==> config.mk <==
export PLATFORM = sky130hd
export DESIGN_NAME = mimi_top
export DESIGN_NICKNAME = d
export VERILOG_FILES = /design/src/design/mimi_apb_slave.v /design/src/design/mimi_irq_queue.v /design/src/design/mimi_top.v
export VERILOG_INCLUDE_DIRS = /design/src /design/src/design
export SDC_FILE = /design/constraint.sdc
export NUM_CORES = 1
export LEC_CHECK = 0
export BUFFER_PORTS_ARGS = -buffer_cell sky130_fd_sc_hd__buf_2
export CAP_MARGIN = 20
export CELL_PAD_IN_SITES_DETAIL_PLACEMENT = 1
export CELL_PAD_IN_SITES_GLOBAL_PLACEMENT = 2
export CORE_UTILIZATION = 28
export CTS_CLUSTER_DIAMETER = 40
export DETAILED_ROUTE_END_ITERATION = 8
export GPL_ROUTABILITY_DRIVEN = 0
export PLACE_DENSITY = 0.77
export SYNTH_ARGS = -nofsm -noshare
export SYNTH_HDL_FRONTEND = slang
export SYNTH_HIERARCHICAL = 1
export SYNTH_SLANG_ARGS = --single-unit
==> constraint.sdc <==
create_clock -name I_MCLK -period 1.3 [get_ports I_MCLK]
set_clock_uncertainty 0.05 [all_clocks]
set_input_delay 0.26 -clock I_MCLK [delete_from_list [all_inputs] [get_ports I_MCLK]]
set_output_delay 0.26 -clock I_MCLK [all_outputs]
set_load 0.01 [all_outputs]
==> src/design/mimi_regs.vh <==
// Register map, field positions and reset values of the modem interrupt mask and index block
// Functional notes
// RULE1: Transmit-done interrupt is never raised while mask bit 1 is 0; resets to 0.
// RULE2: Modem-ready interrupt is gated by mask bit 0; bit resets to 0.
// RULE3: On receive-done, index bit 4 holds the received packet's rate flag.
// RULE4: Simultaneous interrupts are buffered and presented one by one in fixed order.
// RULE5: Each read of the index register retires the interrupt it just reported.
// RULE6: Writing 1 to index bit 3 clears every buffered interrupt; bit resets to 1.
// RULE7: Index code 0 modem-ready, 1 transmit-done, 2 receive-begin, 3 receive-done; resets 00.
// RULE8: Receive-done interrupt is never generated while its mask bit is 0.
// RULE9: Interrupt request is high while the buffer holds an interrupt, low once empty. Code also holds it high while any status bit with its enable bit set is 1.
`ifndef MIMI_REGS_VH
`define MIMI_REGS_VH

`define MIMI_ADDR_W         16
`define MIMI_ADDR_INDEX     16'h2278
`define MIMI_ADDR_MASK      16'h227c
`define MIMI_ADDR_STATUS    16'h2280
`define MIMI_ADDR_ENABLE    16'h2284
`define MIMI_ADDR_CLEAR     16'h2288

`define MIMI_NUM_IRQ        4
`define MIMI_IRQ_MRDY       0
`define MIMI_IRQ_TXDONE     1
`define MIMI_IRQ_RXBEGIN    2
`define MIMI_IRQ_RXDONE     3

`define MIMI_IDX_CLRALL     3
`define MIMI_IDX_RATE       4

`define MIMI_MASK_RST       4'h0
`define MIMI_MASK_RSVD      4'hf
`define MIMI_CLRALL_RST     1'b1
`define MIMI_RATE_RST       1'b1
`define MIMI_IDX_RSVD_HI    3'h7
`define MIMI_IDX_RSVD_B2    1'b1

`endif

==> src/design/mimi_apb_slave.v <==
// APB slave front end: phase decode, strobes and registered read data
`timescale 1ns/10ps
`default_nettype none
module mimi_apb_slave (
    input  wire        i_clk,
    input  wire        i_rst,
    input  wire        i_psel,
    input  wire        i_penable,
    input  wire        i_pwrite,
    input  wire        i_hit,
    input  wire [31:0] i_rdata,
    output wire        o_setup,
    output wire        o_wr_stb,
    output wire        o_rd_stb,
    output wire        o_pready,
    output wire        o_pslverr,
    output reg  [31:0] o_prdata
);
    wire access;

    assign o_setup   = i_psel & ~i_penable;
    assign access    = i_psel & i_penable;
    // Zero wait states: read data is captured during setup, so the access phase always completes
    assign o_pready  = access;
    assign o_pslverr = access & ~i_hit;
    assign o_wr_stb  = access & i_pwrite & i_hit;
    assign o_rd_stb  = access & ~i_pwrite & i_hit;

    always @(posedge i_clk or posedge i_rst) begin
        if (i_rst) begin
            o_prdata <= 32'h0;
        end else if (o_setup) begin
            o_prdata <= (i_pwrite | ~i_hit) ? 32'h0 : i_rdata;
        end
    end
endmodule
`default_nettype wire

==> src/design/mimi_irq_queue.v <==
// Pending interrupt buffer with fixed-order head selection
`timescale 1ns/10ps
`default_nettype none
module mimi_irq_queue #(
    parameter N  = 4,
    parameter IW = 2
) (
    input  wire          i_clk,
    input  wire          i_rst,
    input  wire [N-1:0]  i_set,
    input  wire          i_pop,
    input  wire [IW-1:0] i_pop_idx,
    input  wire          i_clr_all,
    output reg  [N-1:0]  o_pend,
    output reg  [IW-1:0] o_head,
    output wire          o_nonempty
);
    genvar g;
    integer k;

    generate
        for (g = 0; g < N; g = g + 1) begin : g_slot
            wire pop_hit;
            // Index widened to the genvar's width so the compare neither drops nor pads bits
            assign pop_hit = i_pop && ({{(32-IW){1'b0}}, i_pop_idx} == g);
            // A new event in the same cycle as its clear keeps the slot pending
            always @(posedge i_clk or posedge i_rst) begin
                if (i_rst) begin
                    o_pend[g] <= 1'b0;
                end else if (i_set[g]) begin
                    o_pend[g] <= 1'b1; // [RULE4]
                end else if (i_clr_all) begin
                    o_pend[g] <= 1'b0; // [RULE6]
                end else if (pop_hit) begin
                    o_pend[g] <= 1'b0; // [RULE5]
                end
            end
        end
    endgenerate

    // Lowest code is served first; empty buffer reports 00
    always @* begin
        o_head = {IW{1'b0}};
        for (k = N - 1; k >= 0; k = k - 1) begin
            if (o_pend[k]) begin
                o_head = k[IW-1:0]; // [RULE4] [RULE7]
            end
        end
    end

    assign o_nonempty = |o_pend;
endmodule
`default_nettype wire

==> src/design/mimi_top.v <==
// Modem interrupt masking, queuing and index block with APB register access
//
// The APB register port was decided locally.
`timescale 1ns/10ps
`default_nettype none
`include "mimi_regs.vh"
module mimi_top (
    input  wire                    I_MCLK,
    input  wire                    I_RST,
    input  wire                    I_PSEL,
    input  wire                    I_PENABLE,
    input  wire                    I_PWRITE,
    input  wire [`MIMI_ADDR_W-1:0] I_PADDR,
    input  wire [31:0]             I_PWDATA,
    output wire                    O_PREADY,
    output wire                    O_PSLVERR,
    output wire [31:0]             O_PRDATA,
    input  wire                    I_MODEM_READY_EVT,
    input  wire                    I_TX_DONE_EVT,
    input  wire                    I_RX_BEGIN_EVT,
    input  wire                    I_RX_DONE_EVT,
    input  wire                    I_RX_FAST_RATE,
    output wire                    O_IRQ
);
    localparam N = `MIMI_NUM_IRQ;

    reg  [N-1:0] mask;
    reg  [N-1:0] status;
    reg  [N-1:0] enable;
    reg          clear_all_pending;
    reg          rx_fast_rate_flag;
    reg          pop_valid;
    reg  [1:0]   pop_idx;
    reg          hit;
    reg  [31:0]  rdata;

    wire [N-1:0] raw_evt;
    wire [N-1:0] gated_evt;
    wire [N-1:0] pend;
    wire [1:0]   pending_irq_index;
    wire         nonempty;
    wire         setup;
    wire         wr_stb;
    wire         rd_stb;
    wire         wr_index;
    wire         clr_all_now;
    wire         sel_index;

    assign raw_evt = {I_RX_DONE_EVT, I_RX_BEGIN_EVT, I_TX_DONE_EVT, I_MODEM_READY_EVT};
    // Mask bit 0 blocks its interrupt entirely; nothing reaches buffer or status
    assign gated_evt = raw_evt & mask; // [RULE1] [RULE2] [RULE8]

    assign sel_index   = (I_PADDR == `MIMI_ADDR_INDEX);
    assign wr_index    = wr_stb & sel_index;
    assign clr_all_now = wr_index & I_PWDATA[`MIMI_IDX_CLRALL]; // [RULE6]

    always @* begin
        hit   = 1'b1;
        rdata = 32'h0;
        if (I_PADDR == `MIMI_ADDR_INDEX) begin
            rdata[7:0] = {`MIMI_IDX_RSVD_HI, rx_fast_rate_flag, clear_all_pending,
                          `MIMI_IDX_RSVD_B2, pending_irq_index}; // [RULE3] [RULE7]
        end else if (I_PADDR == `MIMI_ADDR_MASK) begin
            rdata[7:0] = {`MIMI_MASK_RSVD, mask};
        end else if (I_PADDR == `MIMI_ADDR_STATUS) begin
            rdata[N-1:0] = status;
        end else if (I_PADDR == `MIMI_ADDR_ENABLE) begin
            rdata[N-1:0] = enable;
        end else if (I_PADDR == `MIMI_ADDR_CLEAR) begin
            rdata = 32'h0;
        end else begin
            hit = 1'b0;
        end
    end

    mimi_apb_slave u_apb (
        .i_clk     (I_MCLK),
        .i_rst     (I_RST),
        .i_psel    (I_PSEL),
        .i_penable (I_PENABLE),
        .i_pwrite  (I_PWRITE),
        .i_hit     (hit),
        .i_rdata   (rdata),
        .o_setup   (setup),
        .o_wr_stb  (wr_stb),
        .o_rd_stb  (rd_stb),
        .o_pready  (O_PREADY),
        .o_pslverr (O_PSLVERR),
        .o_prdata  (O_PRDATA)
    );

    // The index is latched with the read data so the slot retired is the one software saw
    always @(posedge I_MCLK or posedge I_RST) begin
        if (I_RST) begin
            pop_valid <= 1'b0;
            pop_idx   <= 2'h0;
        end else if (setup) begin
            pop_valid <= sel_index & ~I_PWRITE & nonempty;
            pop_idx   <= pending_irq_index;
        end
    end

    mimi_irq_queue #(
        .N  (N),
        .IW (2)
    ) u_queue (
        .i_clk      (I_MCLK),
        .i_rst      (I_RST),
        .i_set      (gated_evt),
        .i_pop      (rd_stb & sel_index & pop_valid), // [RULE5]
        .i_pop_idx  (pop_idx),
        .i_clr_all  (clr_all_now),
        .o_pend     (pend),
        .o_head     (pending_irq_index),
        .o_nonempty (nonempty)
    );

    always @(posedge I_MCLK or posedge I_RST) begin
        if (I_RST) begin
            mask              <= `MIMI_MASK_RST; // [RULE1] [RULE2]
            enable            <= {N{1'b0}};
            clear_all_pending <= `MIMI_CLRALL_RST; // [RULE6]
        end else if (wr_stb) begin
            if (I_PADDR == `MIMI_ADDR_MASK) begin
                mask <= I_PWDATA[N-1:0];
            end else if (I_PADDR == `MIMI_ADDR_ENABLE) begin
                enable <= I_PWDATA[N-1:0];
            end else if (I_PADDR == `MIMI_ADDR_INDEX) begin
                clear_all_pending <= I_PWDATA[`MIMI_IDX_CLRALL];
            end
        end
    end

    // Rate flag follows the packet whose receive-done was accepted; software may also write it
    always @(posedge I_MCLK or posedge I_RST) begin
        if (I_RST) begin
            rx_fast_rate_flag <= `MIMI_RATE_RST;
        end else if (gated_evt[`MIMI_IRQ_RXDONE]) begin
            rx_fast_rate_flag <= I_RX_FAST_RATE; // [RULE3]
        end else if (wr_index) begin
            rx_fast_rate_flag <= I_PWDATA[`MIMI_IDX_RATE];
        end
    end

    // Sticky status: a set in the clear cycle wins
    always @(posedge I_MCLK or posedge I_RST) begin
        if (I_RST) begin
            status <= {N{1'b0}};
        end else if (wr_stb && I_PADDR == `MIMI_ADDR_CLEAR) begin
            status <= (status & ~I_PWDATA[N-1:0]) | gated_evt;
        end else begin
            status <= status | gated_evt;
        end
    end

    assign O_IRQ = nonempty | (|(status & enable)); // [RULE9]

    wire unused_ok;
    assign unused_ok = &{1'b0, pend};
endmodule
`default_nettype wire

# --- After elaboration in Yosys (flattened, before gate mapping) ---
# Cells that the tools add are included.
word_totals:
  reg_bits: 53
  input_bits: 58
  out_inout_bits: 35
  elab_cells: 91
op_classes:
  n_eq_ne: 8
  n_mux: 29
  n_bitwise: 26
  n_reduce_logical: 16
op_table:
  columns: ["cell", "count"]
  rows:
  - ["$eq A16 B14 Y1 const B", 5]
  - ["$mux W8", 3]
  - ["$mux W1", 19]
  - ["$and A1 B1 Y1", 13]
  - ["$and A4 B4 Y4", 3]
  - ["$mux W4", 3]
  - ["$reduce_bool A3 Y1", 4]
  - ["$mux W2", 4]
  - ["$or A4 B4 Y4", 2]
  - ["$reduce_or A4 Y1", 2]
  - ["$logic_and A1 B1 Y1", 5]
  - ["$not A1 Y1", 5]
  - ["$eq A2 B2 Y1 const B", 2]
  - ["$not A4 Y4", 1]
  - ["$reduce_and A4 Y1", 1]
  - ["$reduce_and A3 Y1", 1]
  - ["$eq A2 B1 Y1 const B", 1]
  - ["$logic_not A2 Y1", 1]
  - ["$or A1 B1 Y1", 2]
  - ["$reduce_and A2 Y1", 1]
  - ["$reduce_bool A2 Y1", 1]

# --- Depth between registers and ports, before layout ---
# Gate-level depths: netlist of the first run.
logic_depth:
  word_depth: 13
  ltp_mapped: 9
  depth_no_buf: 8

# --- Hierarchy ---
# Netlist of the first run, hierarchy kept.
modules_own_cells:
  columns: ["mod", "n_inst", "cells_per_inst", "area_per_inst_um2", "seq_area_each_um2"]
  rows:
  - ["mimi_apb_slave", 1, 81, 1197.4, 800.8]
  - ["mimi_top", 1, 98, 1026.0, 427.9]
  - ["mimi_irq_queue", 1, 21, 202.7, 100.1]

# --- Worst setup path before layout of the first run ---
# No wires, ideal clock.
synth_path:
  path_kind: "input-to-reg"
  from: "input I_PADDR[15]"
  to: "register enable[0]"
  arrival_time_ns: 2.033
  t_required_ns: 1.125
  setup_slack_ns: -0.908
  stages: 8
  n_path_buf: 0
  path_cell_list: "nor4_4 nand3_4 a21oi_1 and3_1 and2_1 nand4_1 nor3b_2 mux2_2"
synth_via:
  elab_chain_cells: 8
synth_rtl:
  columns: ["element", "line_no", "text"]
  rows:
  - ["from (decl)", "mimi_top.v:13", "input wire [`MIMI_ADDR_W-1:0] I_PADDR,"]
  - ["$eq A16 B14 Y1 (no line)", null, null]
  - ["$mux W1", "mimi_top.v:69", "end else if (I_PADDR == `MIMI_ADDR_CLEAR) begin"]
  - ["$mux W1", "mimi_top.v:67", "end else if (I_PADDR == `MIMI_ADDR_ENABLE) begin"]
  - ["$mux W1", "mimi_top.v:65", "end else if (I_PADDR == `MIMI_ADDR_STATUS) begin"]
  - ["$mux W1", "mimi_top.v:63", "end else if (I_PADDR == `MIMI_ADDR_MASK) begin"]
  - ["$mux W1 *", "mimi_top.v:60", "if (I_PADDR == `MIMI_ADDR_INDEX) begin"]
  - ["net hit", "mimi_top.v:34", "reg hit;"]
  - ["$and A1 B1 Y1 *", "mimi_apb_slave.v:26", "assign o_wr_stb = access & i_pwrite & i_hit;"]
  - ["net wr_stb", "mimi_top.v:43", "wire wr_stb;"]
  - ["$reduce_and A3 Y1 (no line) *", null, null]
  - ["to (signal assigned)", "mimi_top.v:121", "enable <= {N{1'b0}};"]
  - ["to (signal assigned)", "mimi_top.v:127", "enable <= I_PWDATA[N-1:0];"]
  - ["to (decl)", "mimi_top.v:29", "reg [N-1:0] enable;"]
# The timed path passes the listed nets; every way through them passes the cells marked *.
# A chain may end at the register's enable or synchronous reset.

# --- Final worst setup path of the first run ---
layout_path:
  from: "input I_PADDR[14]"
  to: "register enable[2]"
# Same word-level chain as after synthesis.

==> impl_metrics.env, run 1 <==
export IMPL_core_area_sq_um=8300
export IMPL_yosysTopAreaCellShare_pct=52.6
export IMPL_avgSynthCellArea_sq_um=12.1
export IMPL_die_area_sq_um=9040
export IMPL_grt_max_degree=33
export IMPL_regToRegSetupSlack_ns=-0.35
export IMPL_pre_cts_ws_ns=-1.04
export IMPL_finalPower_w=0.00282
export IMPL_cpPeakStageDelay_ns=0.33
export IMPL_setup_worst_path_start_class="input port"
export IMPL_r2r_start="u_queue/o_pend[0]$_DFFE_PP0P_"
export IMPL_drtAntennaViolNets=0
export IMPL_cellLeakagePower_nw=1.91
export IMPL_violations="setup timing"
export IMPL_yosys_warnings=6
export IMPL_cp_startpoint="I_PADDR[14]"
export IMPL_grt_busiest_layer="met2"
export IMPL_outcome="finished, violations left"
export IMPL_synth_edf_count=0
export IMPL_synth_area_sq_um=2430
export IMPL_drc=0
export IMPL_min_period_over_period_pct=159
export IMPL_clk_pin_slew_ns=0.09
export IMPL_vias_per_cell=4.86
export IMPL_path_class="in2reg"
export IMPL_num_vias=2143
export IMPL_timing_rr_end="u_apb/o_prdata[1]$_DFFE_PP0P_"
export IMPL_nets=393
export IMPL_powerDensity_nw_per_um2=784
export IMPL_rsz0062_at_grt="yes"
export IMPL_antenna_cells=0
export IMPL_fin_util_pct=43.4
export IMPL_grt_pass1_vias=2220
export IMPL_path_cells="buf_6 > nor4_4 > nand3_4 > a21oi_4 > and3_4 > and2_4 > nand4_1 > nor3b_4 > buf_4 > mux2_4"
export IMPL_die_x_microns=95.1
export IMPL_drive_gt1_share_pct=48.8
export IMPL_drt_iter0_drc=70
export IMPL_antenna_found_initial=0
export IMPL_endpoint_kind="flop"
export IMPL_setup_viol=28
export IMPL_multi_input_area_sq_um=1240
export IMPL_final_seq_area_sq_um=1330
export IMPL_crit_path_end="enable[2]$_DFFE_PP0P_"
export IMPL_firstDrtPassIters=4
export IMPL_initial_core_util_pct=29.2
export IMPL_io_buffers=65
export IMPL_yosys_top_cells_area="dfrtp_1 53%, a22o_1 12%, mux2_2 4.6%"
export IMPL_drv_slew=0
export IMPL_clock_path_buffers=2
export IMPL_fill_cells=947
export IMPL_dp_cells=420
export IMPL_worstPathArrival_ns=2.21
export IMPL_cts_root_buf="clkbuf_8"
export IMPL_clock_fmax_ghz=0.485
export IMPL_synth_most_common_cell="dfrtp_1"
export IMPL_htree_levels=2
export IMPL_hold_class="in2reg"
export IMPL_grt_pass1_wl_microns=11400
export IMPL_hold_violations=0
export IMPL_r2r_cells=6
export IMPL_wl_microns=7270
export IMPL_grt_use_met2_pct=27.4
export IMPL_syn_to_final_growth_pct=48.4
export IMPL_ys_types=45
export IMPL_met1_usage_pct=22.1
export IMPL_critPathMaxFanout=3
export IMPL_dpl_hpwl_microns=5210
export IMPL_ys_top_cells_by_count="51 x dfrtp_1, 32 x a22o_1, 12 x inv_1"
export IMPL_ys_seq_area_share_pct=54.8
export IMPL_drv_cap=0
export IMPL_use_met3_pct=3.27
export IMPL_vdd_drop_max_mv=0.392
export IMPL_io_pins=93
export IMPL_ys_flop_type="dfrtp_1"
export IMPL_crit_required_ns=1.45
export IMPL_grt_usage_pct=16.5
export IMPL_overflow=0
export IMPL_wl_per_cell_microns=16.5
export IMPL_numCtsBuffers=5
export IMPL_placementRows=33
export IMPL_cts_tree="yes"
export IMPL_period_needed_ns=2.06
export IMPL_async_flop_share_pct=100
export IMPL_ys_seq_elements=53
export IMPL_setup_ws_ns=-0.763
export IMPL_cts_sinks=53
export IMPL_insertion_delay_ns=0.31
export IMPL_final_cells=441
export IMPL_die_y_microns=95.1
export IMPL_yosysTopAreaCell="dfrtp_1"
export IMPL_syn_inst=200
export IMPL_slowest_stage="nor4_4"
## cell usage in the layout, fill, tap and decap left out, types with 2 or more instances in the layout
| cell | instances |
|---|---|
| a21o_1 | 5 |
| nor2_2 | 2 |
| a211oi_1 | 3 |
| nor3b_4 | 2 |
| nand4_1 | 2 |
| mux2_4 | 8 |
| a221oi_1 | 3 |
| clkinvlp_4 | 2 |
| buf_2 | 61 |
| a21oi_2 | 2 |
| inv_1 | 12 |
| nand2b_1 | 3 |
| dfrtp_1 | 50 |
| nand4b_1 | 4 |
| a22o_1 | 32 |
| conb_1 | 24 |
| nand2_2 | 2 |
| mux2_2 | 2 |
| buf_4 | 41 |
| a22oi_1 | 3 |
| nand3b_1 | 4 |
| nand2_1 | 5 |
| nor2b_4 | 2 |
| a31o_2 | 3 |
| clkbuf_8 | 5 |
| dfstp_2 | 2 |
| and3_4 | 3 |
| buf_6 | 13 |
| nor2_1 | 5 |
| and2_1 | 3 |
## critical path: cells and delay by family
kind	cells	cell delay [ns]
and+or+nand+nor	6	1.26
AOI/OAI and AO/OA	1	0.14
muxes	1	0.29
buffers and inverters	2	0.25
## layout make-up
type                       count  area share [%]
clock buffer                   6            2.02
sequential                    53            36.9
clock inverter                 2           0.417
timing repair buffer         116            21.4
tap                          105            3.65
inverter                      12            1.25
multi-input combinational    147            34.4
## cells by family after synthesis
| group | after synthesis | share of synthesized area (%) |
|---|---|---|
| flops | 53 | 54.8 |
| compound gates | 60 | 20.3 |
| simple gates | 53 | 15.1 |
| other cells | 1 | 0.155 |
| buf+inv | 23 | 5.00 |
| mux | 10 | 4.64 |
## repair_timing
action                                  4_1_cts  5_1_grt
hold endpoints to repair                     23        0
setup buffers                                 8        7
pin swaps                                    13       26
endpoints found under the setup margin       29       29
gates resized for setup                      23       28
hold buffers                                  1        0
gates cloned                                  0        0
## flip-flops by register name (all words and copies together) (netlist names)
signal             cells
enable                 4
mask                   4
u_queue/o_pend         4
clear_all_pending      1
status                 4
rx_fast_rate_flag      1
pop_valid              1
u_apb/o_prdata        32
pop_idx                2
## metrics by stage
stage	hold WS, ns	instance area (sq um)	TNS [ns]
after global placement	0.116	3200	-19.41
after global routing	0.157	3600	-15.12
final	0.140	3600	-13.07
after CTS	0.134	3440	-10.87
after detailed placement	0.122	3200	-20.83
after floorplan	-0.0239	2540	-14.04
## metal layers
metal / routed length (microns) / vias to the layer above
met5: 0 / -
met4: 91 / 0
met3: 334 / 8
met2: 3630 / 62
met1: 3220 / 1073
li1: - / 1000
## how the worst min path moves through the flow
stage / start / slack (ns) / cells past startpoint / endpoint
2_1_floorplan: I_RST / -0.02 / 1 / u_queue/o_pend[0]$_DFFE_PP0P_
3_3_place_gp: I_RST / 0.12 / 2 / u_queue/o_pend[3]$_DFFE_PP0P_
3_5_place_dp: I_RST / 0.12 / 2 / u_queue/o_pend[3]$_DFFE_PP0P_
4_1_cts: I_RX_FAST_RATE / 0.13 / 3 / rx_fast_rate_flag$_DFFE_PP1P_
5_1_grt: I_RX_FAST_RATE / 0.16 / 3 / rx_fast_rate_flag$_DFFE_PP1P_
6_report: I_RX_FAST_RATE / 0.14 / 3 / rx_fast_rate_flag$_DFFE_PP1P_
## power by group
part	leakage, nW	internal [W]	switching (W)
clock	0.0374	0.000381	0.000560
combinational	1.14	0.000100	0.000135
sequential	0.732	0.00165	0.0000000164
Power figures use the tool's default switching activity.
==> run 2: changes to the inputs <==
--- a/config.mk
+++ b/config.mk
@@ -9,12 +9,12 @@
 export BUFFER_PORTS_ARGS = -buffer_cell sky130_fd_sc_hd__buf_2
 export CAP_MARGIN = 20
 export CELL_PAD_IN_SITES_DETAIL_PLACEMENT = 1
-export CELL_PAD_IN_SITES_GLOBAL_PLACEMENT = 2
-export CORE_UTILIZATION = 28
+export CELL_PAD_IN_SITES_GLOBAL_PLACEMENT = 1
+export CORE_UTILIZATION = 34
 export CTS_CLUSTER_DIAMETER = 40
 export DETAILED_ROUTE_END_ITERATION = 8
 export GPL_ROUTABILITY_DRIVEN = 0
-export PLACE_DENSITY = 0.77
+export PLACE_DENSITY = 0.76
 export SYNTH_ARGS = -nofsm -noshare
 export SYNTH_HDL_FRONTEND = slang
 export SYNTH_HIERARCHICAL = 1
==> run 2 against run 1 <==
The run still ends with setup timing left. Critical path depth stayed put. Non-clock buffer count is 3 higher. Setup slack better by 0.071 ns. Worst hold slack better by 0.0051 ns. Sequential cell count stayed put. Via count is 1.4% higher. Power is 1.2% higher. Clock power is 3.0% higher. Register-to-register slack better by 0.15 ns. Count of clock-buffer cells in the layout is 1 lower. Sequential power hardly changed. Die area is 17% lower. Critical path type unchanged. Largest power group unchanged.
==> impl_metrics.env, run 2 (synthesized netlist as in run 1, its figures left out) <==
export IMPL_cts_tree="yes"
export IMPL_critPathMaxFanout=3
export IMPL_setup_tns_ns=-12.45
export IMPL_clkPwrFrac_pct=33.9
export IMPL_comb_power_share_pct=8.4
export IMPL_cts_root_buf="clkbuf_8"
export IMPL_antenna_cells=0
export IMPL_swShare_pct=25.1
export IMPL_rsz0062_at_grt="yes"
export IMPL_vias_per_cell=5.00
export IMPL_worstPathArrival_ns=2.15
export IMPL_final_common_cell="buf_2"
export IMPL_final_cells=435
export IMPL_dp_cells=411
export IMPL_core_area_sq_um=6830
export IMPL_vdd_drop_max_mv=0.527
export IMPL_p_switching_w=0.000716
export IMPL_wl_met1_microns=2920
export IMPL_cp_startpoint="I_PADDR[14]"
export IMPL_top_layer_used="met4"
export IMPL_antenna_found_initial=0
export IMPL_setup_worst_path_start_class="input port"
export IMPL_outcome="finished, violations left"
export IMPL_io_buffers=65
export IMPL_r2r_start="u_queue/o_pend[2]$_DFFE_PP0P_"
export IMPL_drv_slew=0
export IMPL_setup_viol=29
export IMPL_htree_levels=2
export IMPL_largest_register_ffs=32
export IMPL_numCtsBuffers=5
export IMPL_cpPeakStageDelay_ns=0.33
export IMPL_violations="setup timing"
export IMPL_drtAntennaViolNets=0
export IMPL_setup_ws_ns=-0.692
export IMPL_drive_gt1_share_pct=48.7
export IMPL_final_cell_mix="61 x buf_2, 51 x dfrtp_1, 48 x buf_4"
export IMPL_hold_violations=0
export IMPL_p_int_w=0.00214
export IMPL_die_area_sq_um=7480
export IMPL_io_pins=93
export IMPL_wl_met3_microns=388
export IMPL_p_seq_share_pct=57.7
export IMPL_grt_pass1_vias=2371
export IMPL_insertion_delay_ns=0.31
export IMPL_endpoint_kind="flop"
export IMPL_clock_fmax_ghz=0.502
export IMPL_grt_max_degree=33
export IMPL_dpl_hpwl_microns=5170
export IMPL_cts_sinks=53
export IMPL_clock_path_buffers=2
export IMPL_largest_register="u_apb/o_prdata"
export IMPL_drt_iter0_drc=102
export IMPL_hold_class="in2reg"
export IMPL_firstDrtPassIters=4
export IMPL_min_delay_start="I_RX_FAST_RATE"
export IMPL_cellLeakagePower_nw=1.91
export IMPL_num_vias=2173
export IMPL_slowest_stage="nor4_4"
export IMPL_path_cells="buf_6 > nor4_4 > nand3_4 > a21oi_4 > and3_4 > and2_4 > nand4_1 > nor3b_4 > buf_6 > mux2_4"
export IMPL_grt_usage_pct=20.9
export IMPL_overflow=0
export IMPL_placementRows=30
export IMPL_initial_core_util_pct=35.5
export IMPL_clk_pin_slew_ns=0.10
export IMPL_period_needed_ns=1.99
export IMPL_min_period_over_period_pct=153
export IMPL_grt_pass1_wl_microns=11900
export IMPL_path_class="in2reg"
export IMPL_hold_ws_ns=0.145
export IMPL_die_x_microns=86.5
export IMPL_syn_to_final_growth_pct=46.9
export IMPL_nets=396
export IMPL_powerDensity_nw_per_um2=802
export IMPL_finalPower_w=0.00286
export IMPL_drv_cap=0
export IMPL_wl_met2_microns=3880
export IMPL_fill_cells=784
export IMPL_wl_microns=7280
export IMPL_crit_top_cell="buf_6"
export IMPL_wl_per_cell_microns=16.7
export IMPL_drc=0
export IMPL_crit_required_ns=1.46
export IMPL_die_y_microns=86.5
## run 2: critical path: cells and delay by family
kind	cells	cell delay, ns
mux	1	0.30
compound gates	1	0.14
buf+inv	2	0.24
simple gates	6	1.20
## run 2: path summary, 6_finish.rpt
kind	end	slack, ns	cells past startpoint
max in group asynchronous	u_apb/o_prdata[27]$_DFFE_PP0P_	0.38	4
min in group asynchronous	u_queue/o_pend[0]$_DFFE_PP0P_	0.34	3
worst min register to register	clear_all_pending$_DFFE_PP1P_	0.44	2
worst max-delay path	enable[1]$_DFFE_PP0P_	-0.69	10
worst min-delay path	rx_fast_rate_flag$_DFFE_PP1P_	0.14	3
worst max register to register	u_apb/o_prdata[0]$_DFFE_PP0P_	-0.20	5
## run 2: layout make-up
cell class | instances | area [sq um] | area share, %
Clock inverter | 3 | 25.0 | 0.702
Timing Repair Buffer | 119 | 777 | 21.8
Multi-Input combinational cell | 147 | 1200 | 33.6
Clock buffer | 5 | 68.8 | 1.93
Inverter | 12 | 45.0 | 1.26
Sequential cell | 53 | 1330 | 37.3
Tap cell | 96 | 120 | 3.37
## run 2: metrics by stage
stage | cell area (sq um) | worst slack, ns | util (%)
final | 3560 | -0.692 | 52.2
after detailed placement | 3190 | -1.04 | 46.7
after global routing | 3560 | -0.769 | 52.2
after CTS | 3480 | -0.633 | 50.9
after global placement | 3190 | -0.947 | 46.7
after floorplan | 2540 | -0.830 | -
## run 2: routing by layer
layer / vias up / track usage (%)
met1: 1087 / 25.0
met5: - / 0
met3: 10 / 4.10
met2: 68 / 37.7
met4: 0 / 6.52
li1: 1008 / -
## run 2: power groups by stage
| stage | Combinational, W | Clock (W) | Sequential [W] |
|---|---|---|---|
| 6_report | 0.000239 | 0.000969 | 0.00165 |
| 5_1_grt | 0.000266 | 0.00107 | 0.00165 |
| 4_1_cts | 0.000229 | 0.00101 | 0.00165 |
| 3_5_place_dp | 0.000212 | 0 | 0.00168 |
| 3_3_place_gp | 0.000207 | 0 | 0.00168 |
| 2_1_floorplan | 0.0000856 | 0 | 0.00168 |
## run 2: what timing repair did
item,4_1_cts,5_1_grt
resized for setup,28,10
hold buffers,1,0
endpoints found under the setup margin,29,29
endpoints found under the hold margin,51,0
buffers inserted,9,6
pin swaps,17,8
==> run 3: changes to the inputs <==
--- a/config.mk
+++ b/config.mk
@@ -6,7 +6,7 @@
 export SDC_FILE = /design/constraint.sdc
 export NUM_CORES = 1
 export LEC_CHECK = 0
-export BUFFER_PORTS_ARGS = -buffer_cell sky130_fd_sc_hd__buf_2
+export BUFFER_PORTS_ARGS = -buffer_cell sky130_fd_sc_hd__clkbuf_2
 export CAP_MARGIN = 20
 export CELL_PAD_IN_SITES_DETAIL_PLACEMENT = 1
 export CELL_PAD_IN_SITES_GLOBAL_PLACEMENT = 1
==> run 3 against run 2 <==
The flow still finishes with violations (setup timing). Critical path depth is the same. Sequential cell count did not move. Global-route usage down 0.078 points. Non-clock buffer count is 3 lower. First-iteration DRC count fell by 5.9%. Critical path type unchanged. Largest cell class unchanged.
==> impl_metrics.env, run 3 (synthesized netlist as in run 1, its figures left out) <==
export IMPL_htree_levels=2
export IMPL_vias_per_cell=4.94
export IMPL_drv_slew=0
export IMPL_num_vias=2134
export IMPL_critPathTopFamily="simple AND/OR/NAND/NOR gates"
export IMPL_grt_pass1_vias=2330
export IMPL_cts_root_buf="clkbuf_8"
export IMPL_firstDrtPassIters=4
export IMPL_outcome="finished, violations left"
export IMPL_min_period_over_period_pct=151
export IMPL_insertion_delay_ns=0.31
export IMPL_antenna_found_initial=0
export IMPL_grt_usage_pct=20.8
export IMPL_crit_required_ns=1.46
export IMPL_hold_ws_ns=0.177
export IMPL_numCtsBuffers=5
export IMPL_powerDensity_nw_per_um2=846
export IMPL_path_cells="clkbuf_2 > nor4_4 > nand3_4 > a21oi_2 > and3_4 > and2_4 > nand4_1 > nor3b_4 > buf_6 > mux2_4"
export IMPL_final_cells=432
export IMPL_placementRows=30
export IMPL_final_common_cell="clkbuf_2"
export IMPL_final_cell_mix="62 x clkbuf_2, 51 x dfrtp_1, 44 x buf_4"
export IMPL_slowest_stage="nor4_4"
export IMPL_drc=0
export IMPL_dpl_hpwl_microns=5120
export IMPL_cts_tree="yes"
export IMPL_drive_gt1_share_pct=47.6
export IMPL_violations="setup timing"
export IMPL_cellLeakagePower_nw=1.87
export IMPL_setup_viol=29
export IMPL_r2r_start="u_queue/o_pend[2]$_DFFE_PP0P_"
export IMPL_syn_to_final_growth_pct=46.5
export IMPL_grt_pass1_wl_microns=11900
export IMPL_wl_per_cell_microns=16.7
export IMPL_core_area_sq_um=6830
export IMPL_largest_register="u_apb/o_prdata"
export IMPL_critPathMaxFanout=4
export IMPL_clk_pin_slew_ns=0.10
export IMPL_drtAntennaViolNets=0
export IMPL_io_buffers=65
export IMPL_setup_ws_ns=-0.664
export IMPL_largest_register_ffs=32
export IMPL_cpPeakStageDelay_ns=0.34
export IMPL_fin_util_pct=52.0
export IMPL_wl_microns=7210
export IMPL_clock_fmax_ghz=0.509
export IMPL_period_needed_ns=1.96
export IMPL_cts_sinks=53
export IMPL_drt_iter0_drc=96
export IMPL_path_class="in2reg"
export IMPL_cp_startpoint="I_PADDR[15]"
export IMPL_rsz0062_at_grt="yes"
export IMPL_die_x_microns=86.5
export IMPL_die_area_sq_um=7480
export IMPL_endpoint_kind="flop"
export IMPL_nets=393
export IMPL_antenna_cells=0
export IMPL_vdd_drop_max_mv=0.565
export IMPL_worstPathArrival_ns=2.12
export IMPL_min_delay_start="I_PWDATA[0]"
export IMPL_overflow=0
export IMPL_clock_path_buffers=2
export IMPL_grt_max_degree=33
export IMPL_io_pins=93
export IMPL_die_y_microns=86.5
export IMPL_dp_cells=409
export IMPL_setup_worst_path_start_class="input port"
export IMPL_drv_cap=0
export IMPL_crit_buf_inv=2
export IMPL_hold_violations=0
export IMPL_initial_core_util_pct=35.5
export IMPL_hold_class="in2reg"
run 3: where the power goes:
group | internal [W] | switching (W)
registers | 0.00165 | 0.0000000164
clock network | 0.000579 | 0.000549
logic | 0.0000983 | 0.000133
total | 0.00232 | 0.000683
run 3: layout make-up:
| type | instances | area, sq um |
|---|---|---|
| flip-flops and latches | 53 | 1330 |
| clock inverters | 2 | 38.8 |
| clock buffers | 6 | 72.6 |
| repair buffers | 116 | 749 |
| well taps | 96 | 120 |
| fillers | 793 | 3280 |
| multi-input cells | 147 | 1200 |
| inverters | 12 | 45.0 |
run 3: metrics by stage:
| stage | TNS (ns) | total power, W | area, sq um | worst slack [ns] |
|---|---|---|---|---|
| floorplan | -14.04 | 0.00177 | 2540 | -0.830 |
| CTS | -12.70 | 0.00304 | 3520 | -0.704 |
| detailed placement | -20.90 | 0.00189 | 3170 | -1.07 |
| finish | -12.50 | 0.00301 | 3550 | -0.664 |
| global route | -14.58 | 0.00312 | 3550 | -0.733 |
| global placement | -18.78 | 0.00189 | 3170 | -0.943 |
run 3: metal layers:
metal	share of wire, %	routed length, microns	up-vias	track usage [%]
li1	-	-	1000	-
met1	41	2990	1071	24.1
met2	53	3800	50	38.5
met3	3.8	272	13	3.52
met4	2.1	150	0	7.58
met5	0	0	-	0
run 3: worst register-to-register path, delay by kind of cell, from the launching register on:
kind / cells / cell delay (ns)
AOI/OAI and AO/OA: 4 / 0.88
DFF: 1 / 0.41
and+or+nand+nor: 1 / 0.15
run 3: path summary, 6_finish.rpt:
| check | slack, ns | endpoint | cells after the start |
|---|---|---|---|
| min in group asynchronous | 0.34 | u_queue/o_pend[0]$_DFFE_PP0P_ | 3 |
| min reg2reg | 0.46 | clear_all_pending$_DFFE_PP1P_ | 2 |
| max in group asynchronous | 0.38 | u_apb/o_prdata[21]$_DFFE_PP0P_ | 4 |
| min | 0.18 | enable[0]$_DFFE_PP0P_ | 2 |
| max reg2reg | -0.23 | u_apb/o_prdata[0]$_DFFE_PP0P_ | 5 |
| max | -0.66 | enable[2]$_DFFE_PP0P_ | 10 |
run 3: timing repair:
action                                  in CTS  in global routing
endpoints found under the setup margin      29                 29
gates resized for setup                     28                 14
pin swaps                                   18                  9
cloned                                       1                  0
hold buffers                                 1                  0
hold endpoints to repair                    51                  0
buffers inserted                            16                  2
